--- src/rtl/rtctr_defs.svh ---
// register offsets, field positions, reset values and busy window lengths in ns for the rtc control block
`ifndef RTCTR_DEFS_SVH
`define RTCTR_DEFS_SVH
`define RTCTR_OFS_RUN_CTRL   12'h000
`define RTCTR_OFS_IRQ        12'h004
`define RTCTR_OFS_DIVIDER    12'h008
`define RTCTR_OFS_SECONDS    12'h00C
`define RTCTR_OFS_MINUTES    12'h010
`define RTCTR_OFS_HOURS      12'h014
`define RTCTR_OFS_DAYS       12'h018
`define RTCTR_OFS_TEST_MODE  12'h02C
`define RTCTR_OFS_PRESCALER  12'h030
`define RTCTR_OFS_TEST_PULSE 12'h034
`define RTCTR_BIT_RUN        0
`define RTCTR_BIT_CLEAR      1
`define RTCTR_BIT_PIF        1
`define RTCTR_BIT_AIF        0
`define RTCTR_BIT_BUSY       7
`define RTCTR_TEST_RST       4'h0
`define RTCTR_IRQSRC_RST     3'h7
`define RTCTR_WIN_244_NS     244000
`define RTCTR_WIN_122_NS     122000
`define RTCTR_WIN_61_NS      61000
`endif

--- src/rtl/rtctr_pkg.sv ---
// types shared by the rtc control block
package rtctr_pkg;
	typedef struct packed {
		logic        run;
		logic        clear;
		logic [3:0]  test_sel;
	} rtctr_ctrl_t;
	typedef enum logic [1:0] {
		RTCTR_WIN_LONG,
		RTCTR_WIN_MID,
		RTCTR_WIN_SHORT,
		RTCTR_WIN_RSV
	} rtctr_win_t;
endpackage

--- src/rtl/rtctr_sync.sv ---
// two-flop level synchroniser into the domain of its clk input (the bus clock in rtctr_top)
`timescale 1ns/1ps
module rtctr_sync #(
	parameter int W = 1
) (
	input  wire logic         clk,
	input  wire logic         rst,
	input  wire logic [W-1:0] d,
	output logic      [W-1:0] q
);
	logic [W-1:0] meta_reg;
	always_ff @(posedge clk or posedge rst) begin
		if (rst) begin
			meta_reg <= '0;
			q        <= '0;
		end else begin
			meta_reg <= d;
			q        <= meta_reg;
		end
	end
endmodule

--- src/rtl/rtctr_top.sv ---
// rtc run/stop, test-mode and prescaler control with apb register slave
`timescale 1ns/1ps
`include "rtctr_defs.svh"
// What this block does
// - test selector decodes write, clock, bypass modes
// - test clock mode steps on pulse writes
// - carry bypass clocks each stage directly
// - system reset clears entry bit and record
// - test entry needs one then zero written
// - prescaler reads seven bits, bit7 zero
// - system reset leaves prescaler untouched
// - prescaler writes only in divider-write mode
// - in test clock mode any test pulse write makes one pulse
// - run bit reads one while synchronising
// - clear with stop zeroes prescaler, dividers
// - while running, no prescaler clearing
// - counting starts after start crosses domains
// - stopped counters hold their values
// - counter writes apply at once when idle
// - system reset clears run, clear, test selector, entry state and flags, sets source to 7; window code kept
// - power-on initialises run, clear, test selector, entry and interrupt state, not window code or timekeeping
// - busy window length from two-bit code
// - run bit starts, stops, reads busy
// - clear bit write-only, reads zero
// - flags read pending, clear on one
module rtctr_top #(
	parameter int CLK_HZ = 25000000
) (
	input  wire logic        clk,
	input  wire logic        rst,
	input  wire logic        clk32k,
	input  wire logic        psel,
	input  wire logic        penable,
	input  wire logic        pwrite,
	input  wire logic [11:0] paddr,
	input  wire logic [31:0] pwdata,
	output logic      [31:0] prdata,
	output logic             pready,
	output logic             pslverr,
	output logic             rtc_irq
);
	import rtctr_pkg::*;
	localparam int WIN_244 = (`RTCTR_WIN_244_NS / 1000) * (CLK_HZ / 1000000);
	localparam int WIN_122 = (`RTCTR_WIN_122_NS / 1000) * (CLK_HZ / 1000000);
	localparam int WIN_61  = (`RTCTR_WIN_61_NS / 1000) * (CLK_HZ / 1000000);

	rtctr_ctrl_t ctrl_reg;
	logic        run_sync;
	logic        ck_meta_reg;
	logic        ck_s_reg;
	logic        ck_d_reg;
	logic        tick;
	logic        wr;
	logic        entry_last_reg;
	logic        entry_bit_reg;
	logic        test_act_reg;
	logic [6:0]  presc_reg;
	logic [7:0]  div_reg;
	logic [5:0]  sec_reg;
	logic [5:0]  min_reg;
	logic [4:0]  hour_reg;
	logic [15:0] day_reg;
	logic [1:0]  win_reg;
	logic [13:0] busy_cnt_reg;
	logic [2:0]  isrc_reg;
	logic        pif_reg;
	logic        aif_reg;
	logic        step;
	logic        c_presc;
	logic        c_div;
	logic        c_sec;
	logic        c_min;
	logic        c_hour;
	logic        busy;
	logic        periodic_ev;
	logic [3:0]  tsel;

	assign wr      = psel && penable && pwrite;
	assign pready  = 1'b1;
	assign pslverr = 1'b0;
	assign tsel    = test_act_reg ? ctrl_reg.test_sel : `RTCTR_TEST_RST;

	rtctr_sync #(.W(1)) u_run_sync (
		.clk (clk),
		.rst (rst),
		.d   (ctrl_reg.run),
		.q   (run_sync)
	);

	// 32 kHz input sampled as a pin; the edge is taken from the second and third flops
	always_ff @(posedge clk or posedge rst) begin
		if (rst) begin
			ck_meta_reg <= 1'b0;
			ck_s_reg    <= 1'b0;
			ck_d_reg    <= 1'b0;
		end else begin
			ck_meta_reg <= clk32k;
			ck_s_reg    <= ck_meta_reg;
			ck_d_reg    <= ck_s_reg;
		end
	end
	assign tick = ck_s_reg && !ck_d_reg;

	// run/stop and test selector writes
	always_ff @(posedge clk or posedge rst) begin
		if (rst) begin
			ctrl_reg.run      <= 1'b0;
			ctrl_reg.clear    <= 1'b0;
			ctrl_reg.test_sel <= `RTCTR_TEST_RST;
		end else begin
			ctrl_reg.clear <= 1'b0;
			if (wr && paddr == `RTCTR_OFS_RUN_CTRL) begin
				ctrl_reg.run   <= pwdata[`RTCTR_BIT_RUN];
				ctrl_reg.clear <= pwdata[`RTCTR_BIT_CLEAR] && !pwdata[`RTCTR_BIT_RUN];
			end
			if (wr && paddr == `RTCTR_OFS_TEST_MODE)
				ctrl_reg.test_sel <= pwdata[4:1];
		end
	end

	// test entry sequence: a one then a zero written enters test mode
	always_ff @(posedge clk or posedge rst) begin
		if (rst) begin
			entry_bit_reg  <= 1'b0;
			entry_last_reg <= 1'b0;
			test_act_reg   <= 1'b0;
		end else if (wr && paddr == `RTCTR_OFS_TEST_MODE) begin
			entry_bit_reg  <= pwdata[0];
			entry_last_reg <= pwdata[0];
			if (entry_last_reg && !pwdata[0])
				test_act_reg <= 1'b1;
		end
	end

	// a test pulse write replaces the 32 kHz edge
	always_comb begin
		if (tsel[1:0] == 2'b10)
			step = wr && paddr == `RTCTR_OFS_TEST_PULSE;
		else
			step = tick;
	end

	assign c_presc = (presc_reg == 7'h7F) || tsel[3];
	assign c_div   = (div_reg == 8'hFF) || tsel[3];
	assign c_sec   = (sec_reg == 6'd59) || tsel[2];
	assign c_min   = (min_reg == 6'd59) || tsel[2];
	assign c_hour  = (hour_reg == 5'd23) || tsel[2];

	// timekeeping is never reset: a system reset must not disturb it
	always_ff @(posedge clk) begin
		if (ctrl_reg.clear && !run_sync) begin
			presc_reg <= '0;
			div_reg   <= '0;
		end else if (wr && paddr == `RTCTR_OFS_PRESCALER && tsel == `RTCTR_TEST_RST) begin
			presc_reg <= pwdata[6:0];
		end else if (wr && paddr == `RTCTR_OFS_DIVIDER && tsel == `RTCTR_TEST_RST) begin
			div_reg <= pwdata[7:0];
		end else if (run_sync && step) begin
			presc_reg <= presc_reg + 7'h01;
			if (c_presc)
				div_reg <= div_reg + 8'h01;
		end
	end

	// counter writes land immediately when not busy
	always_ff @(posedge clk) begin
		if (wr && !busy && paddr == `RTCTR_OFS_SECONDS)
			sec_reg <= (pwdata[5:0] > 6'd59) ? 6'h00 : pwdata[5:0];
		else if (run_sync && step && c_presc && c_div)
			sec_reg <= c_sec ? 6'h00 : sec_reg + 6'h01;
		if (wr && !busy && paddr == `RTCTR_OFS_MINUTES)
			min_reg <= (pwdata[5:0] > 6'd59) ? 6'h00 : pwdata[5:0];
		else if (run_sync && step && c_presc && c_div && c_sec)
			min_reg <= c_min ? 6'h00 : min_reg + 6'h01;
		if (wr && !busy && paddr == `RTCTR_OFS_HOURS)
			hour_reg <= (pwdata[4:0] > 5'd23) ? 5'h00 : pwdata[4:0];
		else if (run_sync && step && c_presc && c_div && c_sec && c_min)
			hour_reg <= c_hour ? 5'h00 : hour_reg + 5'h01;
		if (wr && !busy && paddr == `RTCTR_OFS_DAYS)
			day_reg <= pwdata[15:0];
		else if (run_sync && step && c_presc && c_div && c_sec && c_min && c_hour)
			day_reg <= day_reg + 16'h0001;
		if (wr && paddr == `RTCTR_OFS_RUN_CTRL)
			win_reg <= pwdata[6:5];
	end

	// busy window once per second, length per code
	always_ff @(posedge clk or posedge rst) begin
		if (rst) begin
			busy_cnt_reg <= '0;
		end else if (run_sync && step && c_presc && c_div) begin
			case (rtctr_win_t'(win_reg))
				RTCTR_WIN_LONG:  busy_cnt_reg <= 14'(WIN_244);
				RTCTR_WIN_MID:   busy_cnt_reg <= 14'(WIN_122);
				RTCTR_WIN_SHORT: busy_cnt_reg <= 14'(WIN_61);
				default:         busy_cnt_reg <= 14'(WIN_61);
			endcase
		end else if (busy_cnt_reg != '0) begin
			busy_cnt_reg <= busy_cnt_reg - 14'h0001;
		end
	end
	assign busy = busy_cnt_reg != '0;

	assign periodic_ev = run_sync && step && c_presc && c_div && isrc_reg == 3'h3;

	always_ff @(posedge clk or posedge rst) begin
		if (rst) begin
			isrc_reg <= `RTCTR_IRQSRC_RST;
			pif_reg  <= 1'b0;
			aif_reg  <= 1'b0;
		end else begin
			if (wr && paddr == `RTCTR_OFS_IRQ)
				isrc_reg <= pwdata[7:5];
			if (periodic_ev)
				pif_reg <= 1'b1;
			else if (wr && paddr == `RTCTR_OFS_IRQ && pwdata[`RTCTR_BIT_PIF])
				pif_reg <= 1'b0;
			if (wr && paddr == `RTCTR_OFS_IRQ && pwdata[`RTCTR_BIT_AIF])
				aif_reg <= 1'b0;
		end
	end
	assign rtc_irq = pif_reg || aif_reg;

	// read mux
	always_ff @(posedge clk or posedge rst) begin
		if (rst) begin
			prdata <= '0;
		end else if (psel && !penable && !pwrite) begin
			case (paddr)
				`RTCTR_OFS_RUN_CTRL:
					prdata <= {24'h0, busy, win_reg, 4'h0, ctrl_reg.run != run_sync};
				`RTCTR_OFS_IRQ:       prdata <= {24'h0, isrc_reg, 3'h0, pif_reg, aif_reg};
				`RTCTR_OFS_DIVIDER:   prdata <= {24'h0, div_reg};
				`RTCTR_OFS_SECONDS:   prdata <= {26'h0, sec_reg};
				`RTCTR_OFS_MINUTES:   prdata <= {26'h0, min_reg};
				`RTCTR_OFS_HOURS:     prdata <= {27'h0, hour_reg};
				`RTCTR_OFS_DAYS:      prdata <= {16'h0, day_reg};
				`RTCTR_OFS_TEST_MODE: prdata <= {27'h0, ctrl_reg.test_sel, entry_bit_reg};
				`RTCTR_OFS_PRESCALER: prdata <= {25'h0, presc_reg};
				default:              prdata <= '0;
			endcase
		end
	end

	property p_clear_zero;
		@(posedge clk) disable iff (rst)
		(ctrl_reg.clear && !run_sync) |=> presc_reg == 7'h00;
	endproperty
	a_clear_zero: assert property (p_clear_zero)
		else $error("prescaler not cleared");
	property p_run_busy;
		@(posedge clk) disable iff (rst)
		$rose(ctrl_reg.run) && !run_sync |=> ctrl_reg.run != run_sync;
	endproperty
	a_run_busy: assert property (p_run_busy)
		else $error("busy not shown");
	property p_sync_lat;
		@(posedge clk) disable iff (rst)
		$changed(ctrl_reg.run) |-> ##2 run_sync == $past(ctrl_reg.run, 2);
	endproperty
	a_sync_lat: assert property (p_sync_lat)
		else $error("sync latency wrong");
	property p_hold;
		@(posedge clk) disable iff (rst)
		!run_sync && !wr |=> $stable(sec_reg);
	endproperty
	a_hold: assert property (p_hold)
		else $error("seconds moved while stopped");
	property p_pulse;
		@(posedge clk) disable iff (rst)
		tsel == 4'h2 && run_sync && wr && paddr == `RTCTR_OFS_TEST_PULSE
		|=> presc_reg == $past(presc_reg) + 7'h01;
	endproperty
	a_pulse: assert property (p_pulse)
		else $error("pulse lost");
	property p_presc_wr;
		@(posedge clk) disable iff (rst)
		wr && paddr == `RTCTR_OFS_PRESCALER && tsel != 4'h0 && !run_sync
		&& !ctrl_reg.clear |=> $stable(presc_reg);
	endproperty
	a_presc_wr: assert property (p_presc_wr)
		else $error("prescaler write accepted");
	property p_flag_set;
		@(posedge clk) disable iff (rst)
		periodic_ev |=> pif_reg;
	endproperty
	a_flag_set: assert property (p_flag_set)
		else $error("flag set lost");
	property p_entry;
		@(posedge clk) disable iff (rst)
		!test_act_reg && !(entry_last_reg && wr && paddr == `RTCTR_OFS_TEST_MODE)
		|=> !test_act_reg;
	endproperty
	a_entry: assert property (p_entry)
		else $error("test mode entered early");
	property p_rd_clear_bit;
		@(posedge clk) disable iff (rst)
		psel && !penable && !pwrite && paddr == `RTCTR_OFS_RUN_CTRL |=> !prdata[1];
	endproperty
	a_rd_clear_bit: assert property (p_rd_clear_bit)
		else $error("clear bit read back set");
	property p_rd_idle;
		@(posedge clk) disable iff (rst)
		psel && !penable && !pwrite && paddr == `RTCTR_OFS_RUN_CTRL
		&& ctrl_reg.run == run_sync |=> !prdata[0];
	endproperty
	a_rd_idle: assert property (p_rd_idle)
		else $error("run bit busy while settled");
	property p_rd_presc_msb;
		@(posedge clk) disable iff (rst)
		psel && !penable && !pwrite && paddr == `RTCTR_OFS_PRESCALER |=> !prdata[7];
	endproperty
	a_rd_presc_msb: assert property (p_rd_presc_msb)
		else $error("prescaler reserved bit set");
	property p_reset_entry;
		@(posedge clk)
		$fell(rst) |-> !entry_bit_reg && !entry_last_reg && !test_act_reg;
	endproperty
	a_reset_entry: assert property (p_reset_entry)
		else $error("entry state survived reset");
	property p_reset_irq;
		@(posedge clk)
		$fell(rst) |-> isrc_reg == `RTCTR_IRQSRC_RST && !pif_reg && !aif_reg;
	endproperty
	a_reset_irq: assert property (p_reset_irq)
		else $error("interrupt state survived reset");
	property p_pif_clear;
		@(posedge clk) disable iff (rst)
		wr && paddr == `RTCTR_OFS_IRQ && pwdata[`RTCTR_BIT_PIF] && !periodic_ev
		|=> !pif_reg;
	endproperty
	a_pif_clear: assert property (p_pif_clear)
		else $error("flag not cleared");
	property p_presc_accept;
		@(posedge clk) disable iff (rst)
		wr && paddr == `RTCTR_OFS_PRESCALER && tsel == 4'h0
		&& !(ctrl_reg.clear && !run_sync) |=> presc_reg == $past(pwdata[6:0]);
	endproperty
	a_presc_accept: assert property (p_presc_accept)
		else $error("prescaler write lost");
	property p_sec_write;
		@(posedge clk) disable iff (rst)
		wr && !busy && paddr == `RTCTR_OFS_SECONDS && pwdata[5:0] <= 6'd59
		|=> sec_reg == $past(pwdata[5:0]);
	endproperty
	a_sec_write: assert property (p_sec_write)
		else $error("seconds write lost");
endmodule

--- config.mk ---
export PLATFORM = sky130hd
export DESIGN_NAME = rtctr_top
export DESIGN_NICKNAME = d
export VERILOG_FILES = /design/src/rtl/rtctr_pkg.sv /design/src/rtl/rtctr_sync.sv /design/src/rtl/rtctr_top.sv
export VERILOG_INCLUDE_DIRS = /design/src /design/src/rtl
export SDC_FILE = /design/constraint.sdc
export NUM_CORES = 1
export LEC_CHECK = 0
export BUFFER_PORTS_ARGS = -buffer_cell sky130_fd_sc_hd__buf_4
export CORE_UTILIZATION = 45
export DETAILED_ROUTE_END_ITERATION = 7
export PLACE_DENSITY_LB_ADDON = 0.1
export SYNTH_ARGS = -nofsm -noshare
export SYNTH_HDL_FRONTEND = slang
export SYNTH_HIERARCHICAL = 1
export SYNTH_SLANG_ARGS = --single-unit
--- constraint.sdc ---
create_clock -name clk -period 8.6 [get_ports clk]
set_input_delay 1.29 -clock clk [delete_from_list [all_inputs] [get_ports clk]]
set_output_delay 1.29 -clock clk [all_outputs]
set_load 0.05 [all_outputs]
* Word level (Yosys, flattened, before mapping)
Index checks and enable logic that the tools add are counted.
** Operators by class
- Reduce and logical (&&, ||, !) cells :: 56
- Add/subtract/negate cells :: 7
- Multiplexer cells :: 28
- Equality and inequality tests :: 19
- Order comparisons :: 2
- Bitwise gates (word level) :: 1
** Operators by type and width (number)
- case mux 16 bit (9 select lines) :: 1
- two-way mux 6 bit :: 7
- == test 12 x 5 -> 1 bit (second input constant) :: 3
- == test 12 x 6 -> 1 bit (second input constant) :: 3
- two-way mux 16 bit :: 2
- logical AND 1 bit :: 29
- two-way mux 14 bit :: 2
- case mux 13 bit (2 select lines) :: 1
- == test 12 x 4 -> 1 bit (second input constant) :: 2
- two-way mux 8 bit :: 3
- two-way mux 7 bit :: 3
- two-way mux 5 bit :: 4
- nonzero test 2 bit :: 9
- adder 16 x 1 -> 16 bit (second input constant) :: 1
- nonzero test 14 bit :: 1
- subtractor 14 x 1 -> 14 bit (second input constant) :: 1
- adder 6 x 1 -> 6 bit (second input constant) :: 2
- == test 12 x 3 -> 1 bit (second input constant) :: 1
- == test 6 bit (second input constant) :: 2
- zero test 12 bit :: 1
- adder 8 x 1 -> 8 bit (second input constant) :: 1
- == test 8 bit (second input constant) :: 1
- adder 7 x 1 -> 7 bit (second input constant) :: 1
- == test 7 bit (second input constant) :: 1
- 18 further kinds :: 31
** Word-level totals
- Flip-flop bits (word level) :: 113
- Word-level logic and storage cells :: 134
- Input bits :: 50
- Output and inout port bits :: 35

* Logic depth before layout (Yosys ltp)
Gate-level depths: netlist of run 1.
- Depth in word-level cells :: 12
- Depth in mapped cells :: 9
- Depth with buffers taken out :: 7

* Cells and area by module
Netlist of run 1, hierarchy kept.
** By module, submodules not included
- rtctr_top :: instances 1, area an instance 5540.3 µm², cells each 599
- rtctr_sync :: instances 1, area an instance 53.8 µm², cells each 3

* Worst setup path after synthesis of run 1
Ideal clock, no wire load.
- Path type :: input to register
- From :: input port paddr[2]
- To :: register day_reg[0], enable pin
- Arrival time :: 3.951 ns
- Cell stages on the path :: 7
- Setup time :: 0.411 ns
- Slack :: 4.238 ns
- Path through :: buf_4 > or4b_4 > nor3_2 > a21oi_2 > nand2b_1 > or3_1 > o21ai_0
** On the way
- Longest elaborated chain between the ends :: 10
- Elaborated cells on any way between the ends :: 12
** Ends and longest elaborated chain
- start, declared :: line rtctr_top.sv:35 : input wire logic [11:0] paddr,
- == test 12 x 6 -> 1 bit (no line)
- logical AND 1 bit (no line)
- two-way mux 1 bit :: line rtctr_top.sv:137 : if (tsel[1:0] == 2'b10)
- logical AND 1 bit (6 in a row) :: line rtctr_top.sv:181 : else if (run_sync && step && c_presc && c_div && c_sec && c_min && c_hour)
- nonzero test 2 bit (no line) *
- end signal, assigned :: line rtctr_top.sv:180 : day_reg <= pwdata[15:0];
- end signal, assigned :: line rtctr_top.sv:182 : day_reg <= day_reg + 16'h0001;
- end, declared :: line rtctr_top.sv:62 : logic [15:0] day_reg;
Every way passes the cells marked *; elsewhere a longest branch is shown, timed or not.
A chain may end at the register's enable or synchronous reset.

* Worst setup path in the final report of run 1
- From :: input port paddr[7]
- To :: register day_reg[1], enable pin
The elaborated chain is that of the path after synthesis.

==> results.ini, run 1 <==
[worst_setup_path]
cp_cell_sequence=buf_4 -> nor4_2 -> nand2_1 -> nor3_2 -> nand3_1 -> o21ai_1 -> buf_4
cp-start-kind=input port
slowest_delay_ps=1110
crit_buf_inv=2
critPathMostFrequentCell=buf_4
end_kind=register
critPathTopFamily=simple AND/OR/NAND/NOR gates
required_ps=8640
crit_slowest_cell=nand3_1
crit_fanout=32
critPathKind=in -> reg
arrival_ps=4910

[die]
pin_count=85
dieHeight_um=113
core_sq_um=12100
start_util=0.464
num_rows=40
dieArea_sq_um=12900
die_width_um=113

[power_and_ir_drop]
power.density_nw_per_um2=156
peakVddDrop_mv=0.0760
power_leakage_nw=2.43

[flow_run]
maxCapViolations=0

[timing]
finalClockSkew_ps=9.05
final_hold_viol_count=0
slew_violations=0
layout_min_cycle_time_ps=4860
rsz0062_at_grt=false
slew-limit-headroom=0.185
max_clock_freq_mhz=206
timing.hold.ws_ps=350
tns_ps=0
fin_ws_ps=3740
tightestPinTransition_ps=1220
fin_crit_sh=0.565
setup_violations=0

[drt]
wire_per_inst_um=18.4
antenna_left=0
totalWireLength_mm=14.9
drtIter0Drc=369
drt_pass1_iterations=5
vias=4651
avgViaCountPerCell=5.75
route.detailed.drc=0

[hold_path]
hold_class=reg -> reg

[synthesis]
synthDistinctLibCells=65
synthFlopType=dfrtp_1
yosysTopAreaCell=dfrtp_1
ys_seq_area_frac=0.452
synth-seq-cells=97
synth.area.top_cells=dfrtp_1 (20%), edfxtp_1 (19%), dfxtp_1 (5.4%)
avgSynthCellArea_sq_um=9.29
synth-edff-count=35
yosysWarnings=6
synthArstFlopShare=0.485
synth.top_cell.area_share=0.197
synthesis.instances=602
netlist_area_sq_um=5590

[grt]
overflow=0
grt_usage=0.247
grt_antenna_before_repair=0
grt_pass1_wl_mm=24.2
grt_max_degree=46
grt_pass1_vias=4458

[clocking]
postCtsHoldBufs=0
clk_pin_slew_ps=70
cts-root-buf=clkbuf_16
clk_latency_ps=350
post_cts_buffers=0
cts_tree=done
htree_levels=3
cts_buffers=9
clock_sinks=97
clock_path_buffers=2
cts.repair.resized=0

[cells_and_area]
final_cell_mix=nand2_1 (66), buf_4 (52), nand3_1 (51)
layout-drive-gt1-share=0.151
syn_to_final_growth_pct=12.9
fin_nets=693
final_util=0.524
fin_cells=809
fillCellCount=1119
final_common_cell=nand2_1
diodes=0

[placed_design]
dp_hpwl_mm=10.8
gp_congestion=0.891
dp_slack_ps=3460
io_buffers=50
numPlacedInstances=793

[status]
status=finished, final reports clean

==> cell families (layout without fill, tap and decap cells) <==
logic type,count (synthesis),in the layout,synth area share
AO/OA/AOI/OAI,123,123,0.135
XOR/XNOR,42,42,0.0658
adder cells (fa/ha/maj),7,7,0.0157
buffers and inverters,57,80,0.0528
flip-flops,97,97,0.452
multiplexers,21,21,0.0429
other,2,18,0.00134
AND/OR/NAND/NOR,253,253,0.234
==> synthesized netlist by cell type, drive strengths merged (3+ instances only) <==
library cell / count
a21oi: 37
a222oi: 3
a22oi: 8
a31oi: 4
and2: 7
and3: 7
and4: 4
buf: 23
clkbuf: 22
dfrtp: 44
dfstp: 3
dfxtp: 15
edfxtp: 35
ha: 7
inv: 12
mux2: 14
mux2i: 6
nand2: 66
nand2b: 5
nand3: 51
nand3b: 9
nand4: 5
nor2: 38
nor2b: 5
nor3: 25
nor3b: 4
nor4: 9
o211ai: 5
o21ai: 39
o22ai: 4
o31ai: 7
or3: 5
or4: 3
xnor2: 26
xor2: 16
==> path summary, 6_finish.rpt <==
path	slack, ps	startpoint	cells after the start	end
max in group asynchronous	6790	rst	2	prdata[7]
max reg2reg	5000	busy_cnt_reg[2]	6	day_reg[1]
min reg2reg	350	ck_meta_reg	0	ck_s_reg
max	3740	paddr[7]	7	day_reg[1]
min in group asynchronous	800	rst	2	u_run_sync/meta_reg
min	350	ck_meta_reg	0	ck_s_reg
==> power by group <==
group,internal [mW],switching [mW]
Clock,0.255,0.181
Combinational,0.0181,0.0495
Sequential,0.478,0.00168
==> layer usage <==
layer | share of wire | global-route usage
met1 | 0.46 | 0.347
met2 | 0.46 | 0.384
met3 | 0.053 | 0.0287
met4 | 0.024 | 0.109
met5 | 0 | 0
==> cell type report <==
class	instances	area, sq um	area share
tap	168	210	0.0333
timing repair buffer	52	390	0.0618
multi-input combinational	464	2830	0.448
clock buffer	11	233	0.0368
clock inverter	5	80.1	0.0127
inverter	12	45.0	0.00713
sequential	97	2530	0.401
==> per-stage QoR <==
step / power (mW) / instance area [sq um]
3_5_place_dp: 0.557 / 6000
5_1_grt: 1.01 / 6320
4_1_cts: 0.989 / 6320
2_1_floorplan: 0.536 / 5650
3_3_place_gp: 0.556 / 6000
6_report: 0.983 / 6320
Note: power is estimated with default switching activity, not from simulation.
==> inputs of run 2 (changes only) <==
- clock period: 8.6 -> 4.67 ns (I/O delays scaled with it)
==> results.ini, run 2 (synthesized netlist as in run 1, its figures left out) <==
[status]
status=finished, final reports clean  ; unchanged

[die]
core_sq_um=12100  ; unchanged
dieHeight_um=113  ; unchanged
pin_count=85  ; unchanged
die_width_um=113  ; unchanged
dieArea_sq_um=12900  ; unchanged
num_rows=40  ; unchanged
start_util=0.464  ; unchanged

[timing]
final_hold_viol_count=0  ; unchanged
fin_crit_sh=0.671
slew-limit-headroom=0.318  ; was 0.185
setup_violations=0  ; unchanged
finalClockSkew_ps=11.0  ; was 9.05 ps
timing.hold.ws_ps=212  ; was 350 ps
tightestPinTransition_ps=1020  ; was 1220 ps
rsz0062_at_grt=false  ; unchanged
fin_ws_ps=1540  ; was 3740 ps
layout_min_cycle_time_ps=3130
tns_ps=0  ; unchanged
slew_violations=0  ; unchanged
max_clock_freq_mhz=319

[drt]
antenna_left=0  ; unchanged
wire_per_inst_um=18.2  ; was 18.4 um
vias=4646  ; was 4651
route.detailed.drc=0  ; unchanged
avgViaCountPerCell=5.71  ; was 5.75
drt-met1-wl_mm=6.83  ; was 6.89 mm
wl_met3_um=816  ; was 783 um
drt_pass1_iterations=5  ; unchanged
totalWireLength_mm=14.8  ; was 14.9 mm
drtIter0Drc=336  ; was 369
wl_met2_mm=6.79  ; was 6.82 mm
top_layer=met4  ; unchanged

[cells_and_area]
fin_cells=813  ; was 809
multiInputGateArea_sq_um=2830  ; unchanged
fillCellCount=1134  ; was 1119
diodes=0  ; unchanged
syn_to_final_growth_pct=13.7  ; was 12.9%
final_cell_mix=nand2_1 (66), buf_4 (56), nand3_1 (51)  ; was nand2_1 (66), buf_4 (52), nand3_1 (51)
final_common_cell=nand2_1  ; unchanged
seq_area_sq_um=2530  ; unchanged
fin_area_sq_um=6360  ; was 6320 sq um
layout-drive-gt1-share=0.157  ; was 0.151
fin_nets=697  ; was 693

[clocking]
clk_pin_slew_ps=70  ; about the same
cts_tree=done  ; unchanged
clk_latency_ps=350  ; about the same
clock_sinks=97  ; unchanged
post_cts_buffers=0  ; unchanged
cts.repair.resized=0  ; unchanged
clock_path_buffers=2  ; unchanged
cts-root-buf=clkbuf_16  ; unchanged
cts_buffers=9  ; unchanged
htree_levels=3  ; unchanged
postCtsHoldBufs=0  ; unchanged

[worst_setup_path]
arrival_ps=3110  ; was 4910 ps
required_ps=4650  ; was 8640 ps
slowest_delay_ps=580  ; was 1110 ps
crit_buf_inv=1  ; was 2
end_kind=register  ; unchanged
crit_slowest_cell=nor3_1  ; was nand3_1
critPathKind=in -> reg  ; unchanged
crit_fanout=13  ; was 32
cp-start-kind=input port  ; unchanged
critPathTopFamily=simple AND/OR/NAND/NOR gates  ; unchanged
cp_cell_sequence=buf_4 -> nor4_2 -> nand2_1 -> nor3_1 -> nand3_1 -> o21ai_0  ; was buf_4 -> nor4_2 -> nand2_1 -> nor3_2 -> nand3_1 -> o21ai_1 -> buf_4

[placed_design]
gp_congestion=0.877  ; was 0.891
dp_slack_ps=1220  ; was 3460 ps
io_buffers=50  ; unchanged
place_area_sq_um=6030  ; was 6000 sq um
dp_hpwl_mm=10.7  ; was 10.8 mm
numPlacedInstances=797  ; was 793

[power_and_ir_drop]
power.density_nw_per_um2=287  ; was 156 nW/um^2
combPwrFrac=0.068  ; was 0.069
p_sw_uw=415  ; was 232 uW
peakVddDrop_mv=0.172  ; was 0.0760 mV
p_clk_frac=0.448  ; was 0.444
power_leakage_nw=2.46  ; was 2.43 nW
internal_power_mw=1.41  ; was 751 uW
p_sw_frac=0.227  ; was 0.236
p_seq_frac=0.484  ; was 0.487

[grt]
grt_pass1_wl_mm=23.8  ; was 24.2 mm
grt_max_degree=46  ; unchanged
grt_pass1_vias=4386  ; was 4458
grt_usage=0.245  ; was 0.247
overflow=0  ; unchanged
grt_antenna_before_repair=0  ; unchanged

[hold_path]
hold_class=in -> async  ; was reg -> reg

[flow_run]
maxCapViolations=0  ; unchanged

-- run 2: cell count changes in the layout (fill, tap and decap cells not counted) --
cell,before,now
clkbuf_8,0,2
clkinvlp_4,1,0
buf_4,52,56
inv_6,1,0
-- run 2: path summary, 6_finish.rpt --
check,startpoint,to,slack (ps),cells past startpoint
min reg2reg,ck_meta_reg,ck_s_reg,350,0
max reg2reg,busy_cnt_reg[0],min_reg[4],1690,6
max,paddr[7],min_reg[4],1540,6
min in group clk,ck_meta_reg,ck_s_reg,350,0
min,rst,u_run_sync/q,210,2
max in group asynchronous,rst,prdata[5],3430,2
-- run 2: power by group through the flow --
| stage | registers [mW] | logic (mW) | clock network [mW] |
|---|---|---|---|
| 2_1_floorplan | 0.909 | 0.0770 | 0 |
| 3_3_place_gp | 0.901 | 0.123 | 0 |
| 3_5_place_dp | 0.901 | 0.124 | 0 |
| 4_1_cts | 0.883 | 0.124 | 0.832 |
| 5_1_grt | 0.883 | 0.133 | 0.864 |
| 6_report | 0.883 | 0.124 | 0.818 |
-- run 2: routing by layer --
layer,up-vias,global-route usage
met3,27,0.0484
met1,2230,0.337
met4,0,0.108
met2,155,0.375
li1,2234,-
met5,-,0
-- run 2: per-stage QoR --
| step | total power, mW | util |
|---|---|---|
| 2_1_floorplan | 0.986 | - |
| 3_3_place_gp | 1.02 | 0.500 |
| 3_5_place_dp | 1.02 | 0.500 |
| 4_1_cts | 1.84 | 0.527 |
| 5_1_grt | 1.88 | 0.527 |
| 6_report | 1.83 | 0.527 |
-- run 2: worst reg2reg max path, delay by kind of cell (launching register included) --
kind,cells,cell delay [ps]
compound gates,1,500
fa+ha+maj,1,230
buf+inv,1,110
flops,1,410
simple gates,3,1360
-- run 2: final cells by class --
type	count	share of cell area
clock inverter	3	0.0100
tap	168	0.0331
timing repair buffer	56	0.0661
clock buffer	13	0.0409
multi-input combinational	464	0.445
inverter	12	0.00708
sequential	97	0.398
